File: src/inc/skip_branch_pkg.sv
package skip_branch_pkg;

    // ----------------------------------------------------------------
    // Widths
    // ----------------------------------------------------------------
    localparam int PC_W = 12;
    localparam int OFS_W = 7;
    localparam int SEL_W = 3;
    localparam int DATA_W = 8;
    localparam int CNT_W = 2;

    // ----------------------------------------------------------------
    // Field positions, steps and cycle counts
    // ----------------------------------------------------------------
    localparam logic [SEL_W-1:0] CARRY_SEL = 3'h0;
    localparam logic [PC_W-1:0] STEP_SEQ = 12'h001;
    localparam logic [PC_W-1:0] STEP_SKIP_ONE = 12'h002;
    localparam logic [PC_W-1:0] STEP_SKIP_TWO = 12'h003;
    localparam logic [CNT_W-1:0] CYC_SEQ = 2'h1;
    localparam logic [CNT_W-1:0] CYC_SKIP_ONE = 2'h2;
    localparam logic [CNT_W-1:0] CYC_SKIP_TWO = 2'h3;
    localparam logic [CNT_W-1:0] CYC_TAKEN = 2'h2;
    localparam logic [CNT_W-1:0] CNT_LAST = 2'h1;
    localparam logic [CNT_W-1:0] CNT_ZERO = 2'h0;

    // ----------------------------------------------------------------
    // Types
    // ----------------------------------------------------------------
    typedef enum logic [2:0] {
        op_skip_if_reg_bit_set,
        op_skip_if_io_bit_clear,
        op_skip_if_io_bit_set,
        op_branch_if_flag_set,
        op_branch_if_flag_clear,
        op_branch_if_carry_clear,
        op_branch_if_same_or_higher,
        op_none
    } op_t;

    typedef struct packed {
        op_t op;
        logic [SEL_W-1:0] bit_sel;
        logic [OFS_W-1:0] offset;
        logic [PC_W-1:0] pc;
        logic [DATA_W-1:0] reg_val;
        logic [DATA_W-1:0] io_val;
        logic [DATA_W-1:0] flag_register;
        logic next_is_two_word;
    } req_t;

    typedef struct packed {
        logic [PC_W-1:0] pc_next;
        logic taken;
        logic skipped;
    } resp_t;

endpackage

File: src/hw/skip_branch_unit.sv
`timescale 1ns/1ns
// Summary of operation
// RULE_01: Register bit set skips next instruction.
// RULE_02: I/O bit clear skips next instruction.
// RULE_03: I/O bit set skips next instruction.
// RULE_04: Flag set branches to pc plus k plus one.
// RULE_05: Flag clear branches; flags never modified.
// RULE_06: Carry clear branch taken when carry zero.
// RULE_07: Same-or-higher branch uses carry-clear condition.
// RULE_08: Branch offset is signed two's complement.
module skip_branch_unit (
    input wire logic sys_clk,
    input wire logic rst_n,
    input wire logic start,
    input wire skip_branch_pkg::req_t req,
    output logic ready,
    output logic done,
    output skip_branch_pkg::resp_t resp,
    output logic flag_write_en
);

    typedef enum logic {idle_s, busy_s} state_t;

    // ----------------------------------------------------------------
    // Decoding helpers
    // ----------------------------------------------------------------
    function automatic logic sel_bit(
        input logic [skip_branch_pkg::DATA_W-1:0] data,
        input logic [skip_branch_pkg::SEL_W-1:0] idx
    );
        sel_bit = data[idx];
    endfunction

    logic reg_bit;
    logic io_bit;
    logic flag_bit;
    logic carry_bit;
    logic skip_c;
    logic taken_c;
    logic accept;
    logic [skip_branch_pkg::PC_W-1:0] branch_target;
    logic [skip_branch_pkg::PC_W-1:0] target_c;
    logic [skip_branch_pkg::CNT_W-1:0] cycles_c;

    assign reg_bit = sel_bit(req.reg_val, req.bit_sel);
    assign io_bit = sel_bit(req.io_val, req.bit_sel);
    assign flag_bit = sel_bit(req.flag_register, req.bit_sel);
    assign carry_bit = sel_bit(req.flag_register, skip_branch_pkg::CARRY_SEL);

    pc_offset_adder #(
        .PC_W(skip_branch_pkg::PC_W),
        .OFS_W(skip_branch_pkg::OFS_W)
    ) u_adder (
        .base(req.pc),
        .offset(req.offset),
        .target(branch_target)
    );

    // ----------------------------------------------------------------
    // Condition and target selection
    // ----------------------------------------------------------------
    always_comb begin
        skip_c = 1'b0;
        taken_c = 1'b0;
        case (req.op)
            skip_branch_pkg::op_skip_if_reg_bit_set: begin
                skip_c = reg_bit; // RULE_01
            end
            skip_branch_pkg::op_skip_if_io_bit_clear: begin
                skip_c = ~io_bit; // RULE_02
            end
            skip_branch_pkg::op_skip_if_io_bit_set: begin
                skip_c = io_bit; // RULE_03
            end
            skip_branch_pkg::op_branch_if_flag_set: begin
                taken_c = flag_bit; // RULE_04
            end
            skip_branch_pkg::op_branch_if_flag_clear: begin
                taken_c = ~flag_bit; // RULE_05
            end
            skip_branch_pkg::op_branch_if_carry_clear: begin
                taken_c = ~carry_bit; // RULE_06
            end
            skip_branch_pkg::op_branch_if_same_or_higher: begin
                taken_c = ~carry_bit; // RULE_07
            end
            default: begin
                skip_c = 1'b0;
            end
        endcase
    end

    // Skipping a two-word instruction costs one more cycle than a
    // one-word one, since the fetch must step over both words.
    always_comb begin
        target_c = req.pc + skip_branch_pkg::STEP_SEQ;
        cycles_c = skip_branch_pkg::CYC_SEQ;
        if (taken_c) begin
            target_c = branch_target; // RULE_04
            cycles_c = skip_branch_pkg::CYC_TAKEN;
        end else if (skip_c && req.next_is_two_word) begin
            target_c = req.pc + skip_branch_pkg::STEP_SKIP_TWO; // RULE_01
            cycles_c = skip_branch_pkg::CYC_SKIP_TWO;
        end else if (skip_c) begin
            target_c = req.pc + skip_branch_pkg::STEP_SKIP_ONE; // RULE_01
            cycles_c = skip_branch_pkg::CYC_SKIP_ONE;
        end
    end

    // ----------------------------------------------------------------
    // Sequencer
    // ----------------------------------------------------------------
    state_t state_q;
    state_t state_d;
    logic [skip_branch_pkg::CNT_W-1:0] cnt_q;
    logic [skip_branch_pkg::CNT_W-1:0] cnt_d;
    skip_branch_pkg::resp_t resp_q;
    skip_branch_pkg::resp_t resp_d;

    assign ready = (state_q == idle_s);
    assign accept = start && ready;
    assign done = (state_q == busy_s) && (cnt_q == skip_branch_pkg::CNT_LAST);
    assign resp = resp_q;
    // The unit never writes the flag register.
    assign flag_write_en = 1'b0; // RULE_05

    always_comb begin
        state_d = state_q;
        cnt_d = cnt_q;
        resp_d = resp_q;
        case (state_q)
            idle_s: begin
                if (accept) begin
                    state_d = busy_s;
                    cnt_d = cycles_c;
                    resp_d.pc_next = target_c;
                    resp_d.taken = taken_c;
                    resp_d.skipped = skip_c;
                end
            end
            busy_s: begin
                cnt_d = cnt_q - skip_branch_pkg::CNT_LAST;
                if (cnt_q == skip_branch_pkg::CNT_LAST) begin
                    state_d = idle_s;
                    cnt_d = skip_branch_pkg::CNT_ZERO;
                end
            end
            default: begin
                state_d = idle_s;
                cnt_d = skip_branch_pkg::CNT_ZERO;
            end
        endcase
    end

    always_ff @(posedge sys_clk or negedge rst_n) begin
        if (!rst_n) begin
            state_q <= idle_s;
            cnt_q <= skip_branch_pkg::CNT_ZERO;
            resp_q <= '0;
        end else begin
            state_q <= state_d;
            cnt_q <= cnt_d;
            resp_q <= resp_d;
        end
    end

    // ----------------------------------------------------------------
    // Checks
    // ----------------------------------------------------------------
    logic [skip_branch_pkg::PC_W-1:0] ofs_ext;

    assign ofs_ext = {{(skip_branch_pkg::PC_W-skip_branch_pkg::OFS_W){
        req.offset[skip_branch_pkg::OFS_W-1]}}, req.offset};
endmodule // skip_branch_unit

File: src/hw/pc_offset_adder.sv
`timescale 1ns/1ns
module pc_offset_adder #(
    parameter int PC_W = skip_branch_pkg::PC_W,
    parameter int OFS_W = skip_branch_pkg::OFS_W
) (
    input wire logic [PC_W-1:0] base,
    input wire logic [OFS_W-1:0] offset,
    output logic [PC_W-1:0] target
);

    // ----------------------------------------------------------------
    // Relative target
    // ----------------------------------------------------------------
    // The offset is sign-extended so a branch may reach backward; the
    // sum wraps in the program space like the counter itself.
    logic [PC_W-1:0] offset_ext;

    assign offset_ext = {{(PC_W-OFS_W){offset[OFS_W-1]}}, offset}; // RULE_08
    assign target = base + offset_ext + skip_branch_pkg::STEP_SEQ; // RULE_08

endmodule // pc_offset_adder

File: config.mk
export PLATFORM = sky130hd
export DESIGN_NAME = skip_branch_unit
export DESIGN_NICKNAME = d
export VERILOG_FILES = /design/src/inc/skip_branch_pkg.sv /design/src/hw/skip_branch_unit.sv /design/src/hw/pc_offset_adder.sv
export SDC_FILE = /design/constraint.sdc
export NUM_CORES = 1
export LEC_CHECK = 0
export ABC_AREA = 1
export BUFFER_PORTS_ARGS = -buffer_cell sky130_fd_sc_hd__buf_2
export CAP_MARGIN = 10
export CORE_MARGIN = 1.5
export CORE_UTILIZATION = 37
export DETAILED_ROUTE_END_ITERATION = 12
export HOLD_SLACK_MARGIN = 0.08
export SKIP_CTS_REPAIR_TIMING = 1
export SLEW_MARGIN = 20
export SYNTH_ARGS = -nofsm -noshare
export SYNTH_HDL_FRONTEND = slang
export SYNTH_SLANG_ARGS = --single-unit
File: constraint.sdc
create_clock -name sys_clk -period 2.4 [get_ports sys_clk]
set_clock_uncertainty 0.2 [all_clocks]
set_input_delay 0.12 -clock sys_clk [delete_from_list [all_inputs] [get_ports sys_clk]]
set_output_delay 0.12 -clock sys_clk [all_outputs]
set_load 0.005 [all_outputs]
==> reports/results.md, run 1 <==
| Item | Reported |
|:---|:---|
| Number of clock sinks | 17 |
| Overall die area | 7310 sq um |
| Syn nets | 468 |
| Clock-pin slew reported for the worst setup and hold paths after clock tree synthesis | 70 ps |
| DP Wirelength | 5690 um |
| Synth cell count leaders | sky130_fd_sc_hd__nand2_1 (113), sky130_fd_sc_hd__inv_1 (47), sky130_fd_sc_hd__nor2_1 (40) |
| Setup Crit Path Kind | input port to flop |
| Antenna Cells | 0 |
| Critical path data required time | 2400 ps |
| Count of flip-flops with a built-in enable after synthesis | 0 |
| Leakage power of the design | 1.64 nW |
| DP Cell Count | 533 |
| Total number of vias | 2617 |
| Layout Utilization | 45.5% |
| Area occupied by multi-input gates | 1810 sq um |
| Top-count cell post-synth | sky130_fd_sc_hd__nand2_1 |
| Worst Hold Slack | 86.8 ps |
| Global-route wire length before repair | 11500 um |
| Critical path's slowest cell | sky130_fd_sc_hd__fa_1 |
| Count of non-filler cells in the finished layout | 539 |
| Number of synthesized register bits | 17 |
| Primary FF master, synth | sky130_fd_sc_hd__dfrtp_1 |
| Violated checks | DRC |
| Final worst path period need | 1960 ps |
| Average routed wire per standard cell | 12.4 um |
| Kind of start point of the critical path | input port |
| Pins Over Slew Limit | 0 |
| Unique cell type count in the Yosys netlist | 39 |
| Effective utilization at floorplan | 39.0% |
| Area growth from synthesis to final layout | 16.6% |
| Setup Total Neg Slack | 0 ps |
| Vias per cell | 4.86 |
| Part of the cycle the worst path needs | 81.8% |
| Final global-route overflow total | 0 |
| Worst-path cell chain | buf_2, inv_1, ha_1, fa_1, inv_1, a21oi_1, or2_2, a31oi_1, nand2_1, nand2_1 |
| Clock insertion delay at the later pin of the skew report | 250 ps |
| Max cap viols | 0 |
| Die extent in x | 85.5 um |
| NumNets Final | 533 |
| CTS buffer count | 3 |
| Areal power density over the cells | 519 nW/um^2 |
| Dominant delay contributor by cell family on the critical path | adder cells |
| Pin count of the biggest net entering global routing | 20 |
| Fraction of synthesized cell area taken by the top area cell type | 16.9% |
| Violation count after the first detailed-routing iteration | 140 |
| TritonCTS clock tree | built |
| Peak supply drop | 250 uV |
| Routed Wire Length | 6680 um |
| Dpl ws | 190 ps |
| Final critical-path setup slack | 436 ps |
| Top achievable clock speed | 509 MHz |
| Cell depth of the worst setup path | 10 |
| Top Ports | 70 |
| Footprint of the flip-flops and latches | 425 sq um |
| Number of antenna violations at the first check in global routing | 0 |
| Maximum buffer depth of the clock tree | 2 |
| Die height | 85.5 um |
| Remaining design rule violation count | 3 |
| Dominant cell type by area after synthesis | sky130_fd_sc_hd__dfrtp_1 |
| Residual antenna-violating net count after detailed routing | 0 |
| Fill cell count | 706 |
| Delay of the slowest critical-path stage | 460 ps |
| Arrival time reported for the critical path endpoint | 1960 ps |
| Worst Hold Path Cells | 4 |
| Post-Syn Area | 2520 sq um |
| Port bufs | 68 |
| R2R depth | 6 |
| Register area share after synthesis | 16.9% |
| Post-synthesis area per instance | 6.33 sq um |
| Clock tree root driver cell | sky130_fd_sc_hd__clkbuf_8 |
| Crit Path Max Fanout | 7 |
| Final hold violation count | 0 |
| Core area | 6460 sq um |
| Buf+Inv Stages, Crit Path | 3 |
| Capturing element type of the critical path | flop |
| Synthesized instance count | 398 |
| Result of the run | complete, but fails checks |
| Number of detailed-route iterations in the first pass | 8 |
| H-Tree Level Count | 1 |
| Total number of placement rows | 29 |
| Warnings, synthesis | 0 |
| Total GRT Usage | 19.2% |
| # setup viols final | 0 |
| Unrepaired setup endpoints after global routing | no |
| Via count of the first global-routing pass | 2563 |
| Type of the worst min-delay path | input port to flop |
| Post-synth ARST share | 100% |
| Routability-driven placement congestion ratio | 0.928 |
| Synth top area cells | sky130_fd_sc_hd__dfrtp_1 (17%), sky130_fd_sc_hd__nand2_1 (17%), sky130_fd_sc_hd__xor2_1 (10%), sky130_fd_sc_hd__ha_1 (7.9%), sky130_fd_sc_hd__inv_1 (7.0%) |
| Fraction of final layout cells sized beyond drive strength 1 | 22.5% |
==> sequential cells by signal (all words and copies together), names as in the netlist <==
| register | count |
|---|---|
| resp | 14 |
| cnt_q | 2 |
| state_q | 1 |
==> layer usage <==
layer	global-route usage (%)	part of all wire [%]	vias to the layer above
met4	3.23	1.0	0
met3	2.89	3.5	8
met5	0	0	-
met1	26.7	48	1161
met2	31.9	47	50
li1	-	-	1398
==> worst paths after layout <==
path	to	from	slack, ps
worst min-delay path	resp[2]	req[25]	90
worst min register to register	resp[8]	resp[8]	280
worst max register to register	resp[6]	state_q	830
min in group asynchronous	state_q	rst_n	110
max in group asynchronous	resp[5]	rst_n	1610
worst max-delay path	resp[8]	req[25]	440
==> cell type report <==
class / instances / share of cell area, %
Multi-Input combinational cell: 319 / 61.6
Clock inverter: 1 / 0.170
Inverter: 51 / 6.52
Timing Repair Buffer: 71 / 12.5
Clock buffer: 3 / 1.41
Sequential cell: 17 / 14.5
Tap cell: 77 / 3.28
==> per-stage QoR <==
stage               total power (W)  instance area (sq um)
floorplan                   0.00102                   2520
global placement            0.00131                   2870
detailed placement          0.00132                   2870
CTS                         0.00154                   2920
global route                0.00169                   2940
finish                      0.00152                   2940
==> logic make-up after synthesis <==
| family | after synthesis | share of synthesized area [%] |
|---|---|---|
| AO/OA/AOI/OAI | 48 | 11.0 |
| XOR/XNOR | 33 | 11.5 |
| adder cells (fa/ha/maj) | 17 | 8.74 |
| buffers and inverters | 62 | 11.3 |
| flip-flops | 17 | 16.9 |
| other | 1 | 0.149 |
| AND/OR/NAND/NOR | 220 | 40.5 |
==> worst reg2reg max path, delay by kind of cell (launching register included) <==
kind / cells / cell delay [ps]
AOI/OAI and AO/OA: 1 / 150
DFF: 1 / 420
buffers and inverters: 2 / 300
and+or+nand+nor: 3 / 400
==> placed cells by master (no fill, tap or decap), drive strengths merged, types with 5 or more instances in the layout <==
master and count:
inv 51, nand4 7, dfrtp 17, ha 16, o211ai 5, o21ai 18
a21oi 18, nand2 122, xor2 30, nand3 38, buf 69, nor3 6
nor2 43
==> where the power goes <==
part,switching [W],internal (W),leakage [nW]
clock,0.000100,0.000115,0.0255
sequential,0.0000730,0.000423,0.208
combinational,0.000470,0.000341,1.41
No activity file was read; power rests on OpenSTA's default activity.
==> run 2: changes to the inputs <==
--- a/config.mk
+++ b/config.mk
@@ -5,7 +5,7 @@
 export SDC_FILE = /design/constraint.sdc
 export NUM_CORES = 1
 export LEC_CHECK = 0
-export ABC_AREA = 1
+export ABC_AREA = 0
 export BUFFER_PORTS_ARGS = -buffer_cell sky130_fd_sc_hd__buf_2
 export CAP_MARGIN = 10
 export CORE_MARGIN = 1.5
==> constraint.sdc (replaced) <==
create_clock -name sys_clk -period 2 [get_ports sys_clk]
set_clock_uncertainty 0.2 [all_clocks]
set_input_delay 0.1 -clock sys_clk [delete_from_list [all_inputs] [get_ports sys_clk]]
set_output_delay 0.1 -clock sys_clk [all_outputs]
set_load 0.005 [all_outputs]
==> reports/results.md, run 2 <==
| Item | Reported | Delta |
|:---|:---|:---|
| Clock insertion delay at the later pin of the skew report | 250 ps | about the same |
| Number of antenna violations at the first check in global routing | 0 | unchanged |
| Die height | 75.7 um | was 85.5 um |
| Residual antenna-violating net count after detailed routing | 0 | unchanged |
| Clock tree root driver cell | sky130_fd_sc_hd__clkbuf_8 | unchanged |
| Total number of placement rows | 26 | was 29 |
| Kind of start point of the critical path | input port | unchanged |
| Fraction of synthesized cell area taken by the top area cell type | 21.7% | was 16.9% |
| Register area share after synthesis | 21.7% | was 16.9% |
| Die extent in x | 75.7 um | was 85.5 um |
| Top achievable clock speed | 480 MHz |  |
| Total GRT Usage | 18.9% | was 19.2% |
| Area growth from synthesis to final layout | 49.0% | was 16.6% |
| Setup Crit Path Kind | input port to flop | unchanged |
| Pin count of the biggest net entering global routing | 18 | was 20 |
| Flip-flop count of the largest register, all copies and words added | 14 | unchanged |
| Fill cell count | 484 | was 706 |
| H-Tree Level Count | 1 | unchanged |
| Worst Hold Slack | 49.0 ps | was 86.8 ps |
| Warnings, synthesis | 0 | unchanged |
| Clock-pin slew reported for the worst setup and hold paths after clock tree synthesis | 60 ps | was 70 ps |
| Synth top area cells | sky130_fd_sc_hd__dfrtp_1 (22%), sky130_fd_sc_hd__ha_1 (10%), sky130_fd_sc_hd__mux2i_1 (6.1%), sky130_fd_sc_hd__o21ai_0 (5.1%), sky130_fd_sc_hd__xnor2_1 (4.9%) | was sky130_fd_sc_hd__dfrtp_1 (17%), sky130_fd_sc_hd__nand2_1 (17%), sky130_fd_sc_hd__xor2_1 (10%), sky130_fd_sc_hd__ha_1 (7.9%), sky130_fd_sc_hd__inv_1 (7.0%) |
| Dpl ws | -414 ps | was 190 ps |
| Global-route wire length before repair | 8560 um | was 11500 um |
| Final critical-path setup slack | -85.0 ps | was 436 ps |
| Number of detailed-route iterations in the first pass | 5 | was 8 |
| Post-route cell area | 2920 sq um | was 2940 sq um |
| Final hold violation count | 0 | unchanged |
| Post-Syn Area | 1960 sq um | was 2520 sq um |
| Worst Hold Path Cells | 4 | unchanged |
| Areal power density over the cells | 680 nW/um^2 | was 519 nW/um^2 |
| Top Ports | 70 | unchanged |
| Part of the cycle the worst path needs | 104% |  |
| Number of clock sinks | 17 | unchanged |
| Remaining design rule violation count | 0 | was 3 |
| Core area | 5110 sq um | was 6460 sq um |
| Average routed wire per standard cell | 12.8 um | was 12.4 um |
| Violated checks | setup timing | was DRC |
| Result of the run | complete, but fails checks | unchanged |
| Type of the worst min-delay path | input port to flop | unchanged |
| DP Wirelength | 4450 um | was 5690 um |
| Most common cell after layout, fill and taps aside | sky130_fd_sc_hd__buf_2 | was sky130_fd_sc_hd__nand2_1 |
| Arrival time reported for the critical path endpoint | 2040 ps | was 1960 ps |
| Crit Path Max Fanout | 7 | unchanged |
| Max cap viols | 0 | unchanged |
| R2R depth | 5 | was 6 |
| Vias per cell | 5.07 | was 4.86 |
| Number of synthesized register bits | 17 | unchanged |
| Via count of the first global-routing pass | 1906 | was 2563 |
| Leakage power of the design | 1.42 nW | was 1.64 nW |
| Primary FF master, synth | sky130_fd_sc_hd__dfrtp_1 | unchanged |
| Final worst path period need | 2080 ps |  |
| TritonCTS clock tree | built | unchanged |
| Routability-driven placement congestion ratio | 0.860 | was 0.928 |
| Setup Total Neg Slack | -177 ps | was 0 ps |
| Syn nets | 308 | was 468 |
| NumNets Final | 427 | was 533 |
| Final global-route overflow total | 0 | unchanged |
| Maximum buffer depth of the clock tree | 2 | unchanged |
| Port bufs | 68 | unchanged |
| Synthesized instance count | 238 | was 398 |
| Standard cell area after detailed placement | 2710 sq um | was 2870 sq um |
| Post-synth ARST share | 100% | unchanged |
| Critical path data required time | 1950 ps | was 2400 ps |
| Peak supply drop | 367 uV | was 250 uV |
| Most frequent cells in the layout | sky130_fd_sc_hd__buf_2 (66), sky130_fd_sc_hd__buf_4 (52), sky130_fd_sc_hd__nand2_1 (21), sky130_fd_sc_hd__nor2_1 (21), sky130_fd_sc_hd__dfrtp_1 (17) | was sky130_fd_sc_hd__nand2_1 (113), sky130_fd_sc_hd__buf_2 (68), sky130_fd_sc_hd__inv_1 (47), sky130_fd_sc_hd__nor2_1 (40), sky130_fd_sc_hd__xor2_1 (30) |
| Overall die area | 5740 sq um | was 7310 sq um |
| Dominant cell type by area after synthesis | sky130_fd_sc_hd__dfrtp_1 | unchanged |
| Routed Wire Length | 5460 um | was 6680 um |
| Unrepaired setup endpoints after global routing | yes | was no |
| CTS buffer count | 3 | unchanged |
| Count of flip-flops with a built-in enable after synthesis | 0 | unchanged |
| Unique cell type count in the Yosys netlist | 51 | was 39 |
| Violation count after the first detailed-routing iteration | 139 | was 140 |
| Fraction of final layout cells sized beyond drive strength 1 | 42.4% | was 22.5% |
| Total number of vias | 2158 | was 2617 |
| Capturing element type of the critical path | flop | unchanged |
| # setup viols final | 3 | was 0 |
| Post-synthesis area per instance | 8.23 sq um | was 6.33 sq um |
| Pins Over Slew Limit | 0 | unchanged |
| Effective utilization at floorplan | 38.3% | was 39.0% |
| Antenna Cells | 0 | unchanged |
| Synth cell count leaders | sky130_fd_sc_hd__nand2_1 (21), sky130_fd_sc_hd__nor2_1 (21), sky130_fd_sc_hd__o21ai_0 (20) | was sky130_fd_sc_hd__nand2_1 (113), sky130_fd_sc_hd__inv_1 (47), sky130_fd_sc_hd__nor2_1 (40) |
[run 2: cell types whose count changed after synthesis, moves of 5 or more]
cell	previous run	this run
sky130_fd_sc_hd__nor2b_1	0	6
sky130_fd_sc_hd__a21oi_1	17	12
sky130_fd_sc_hd__mux2i_1	0	12
sky130_fd_sc_hd__inv_1	47	12
sky130_fd_sc_hd__o21ai_0	12	20
sky130_fd_sc_hd__nand3_1	29	10
sky130_fd_sc_hd__nand2_1	113	21
sky130_fd_sc_hd__nand2_2	6	0
sky130_fd_sc_hd__xnor2_1	3	11
sky130_fd_sc_hd__nor2_1	40	21
sky130_fd_sc_hd__xor2_1	30	8
sky130_fd_sc_hd__nand3_2	6	0
[run 2: final timing paths]
path                         start  endpoint  slack [ps]
max                        req[46]  resp[11]         -80
max in group asynchronous    rst_n   resp[7]        1210
min reg2reg                resp[0]   resp[0]         280
min                        req[36]  resp[13]          50
min in group asynchronous    rst_n  cnt_q[0]          90
max reg2reg                state_q   resp[6]         370
[run 2: metal layers]
layer | GRT usage (%) | part of all wire [%] | vias to the layer above
met5 | 0 | 0 | -
met4 | 3.17 | 0.90 | 0
met3 | 1.32 | 4.6 | 4
met2 | 31.2 | 47 | 75
met1 | 27.3 | 48 | 979
li1 | - | - | 1100
[run 2: where the power goes]
group	internal (W)	switching [W]
sequential	0.000513	0.000101
clock	0.000141	0.000114
combinational	0.000580	0.000536
total	0.00123	0.000751
[run 2: layout make-up]
| class | instances | area, sq um | area share, % |
|---|---|---|---|
| inverter | 12 | 45.0 | 1.54 |
| tap | 70 | 87.6 | 3.00 |
| timing repair buffer | 122 | 772 | 26.5 |
| multi-input combinational | 201 | 1540 | 52.9 |
| clock buffer | 4 | 45.0 | 1.54 |
| sequential | 17 | 425 | 14.6 |
[run 2: per-stage QoR]
stage | power, W | util [%] | cells
after floorplan | 0.00120 | - | 238
after global placement | 0.00165 | 53.1 | 417
after detailed placement | 0.00168 | 53.1 | 417
after CTS | 0.00194 | 53.9 | 421
after global routing | 0.00218 | 57.1 | 426
final | 0.00198 | 57.1 | 426
[run 2: worst max-delay path, cell delays in order]
cell and delay, ps:
sky130_fd_sc_hd__buf_12 110, sky130_fd_sc_hd__mux2i_2 140, sky130_fd_sc_hd__mux4_2 510, sky130_fd_sc_hd__mux2i_4 230, sky130_fd_sc_hd__or2_4 300, sky130_fd_sc_hd__o211ai_1 260
sky130_fd_sc_hd__xor2_1 120, sky130_fd_sc_hd__a221oi_2 270
[run 2: kinds of logic (layout without fill, tap and decap cells)]
kind of cell | after synthesis | in the layout | share of synthesized area, %
AO/OA/AOI/OAI | 66 | 66 | 22.6
flip-flops | 17 | 17 | 21.7
other | 1 | 1 | 0.192
XOR/XNOR | 19 | 19 | 8.50
adder cells (fa/ha/maj) | 17 | 17 | 11.2
multiplexers | 17 | 17 | 10.9
AND/OR/NAND/NOR | 81 | 81 | 19.9
buffers and inverters | 20 | 138 | 4.92
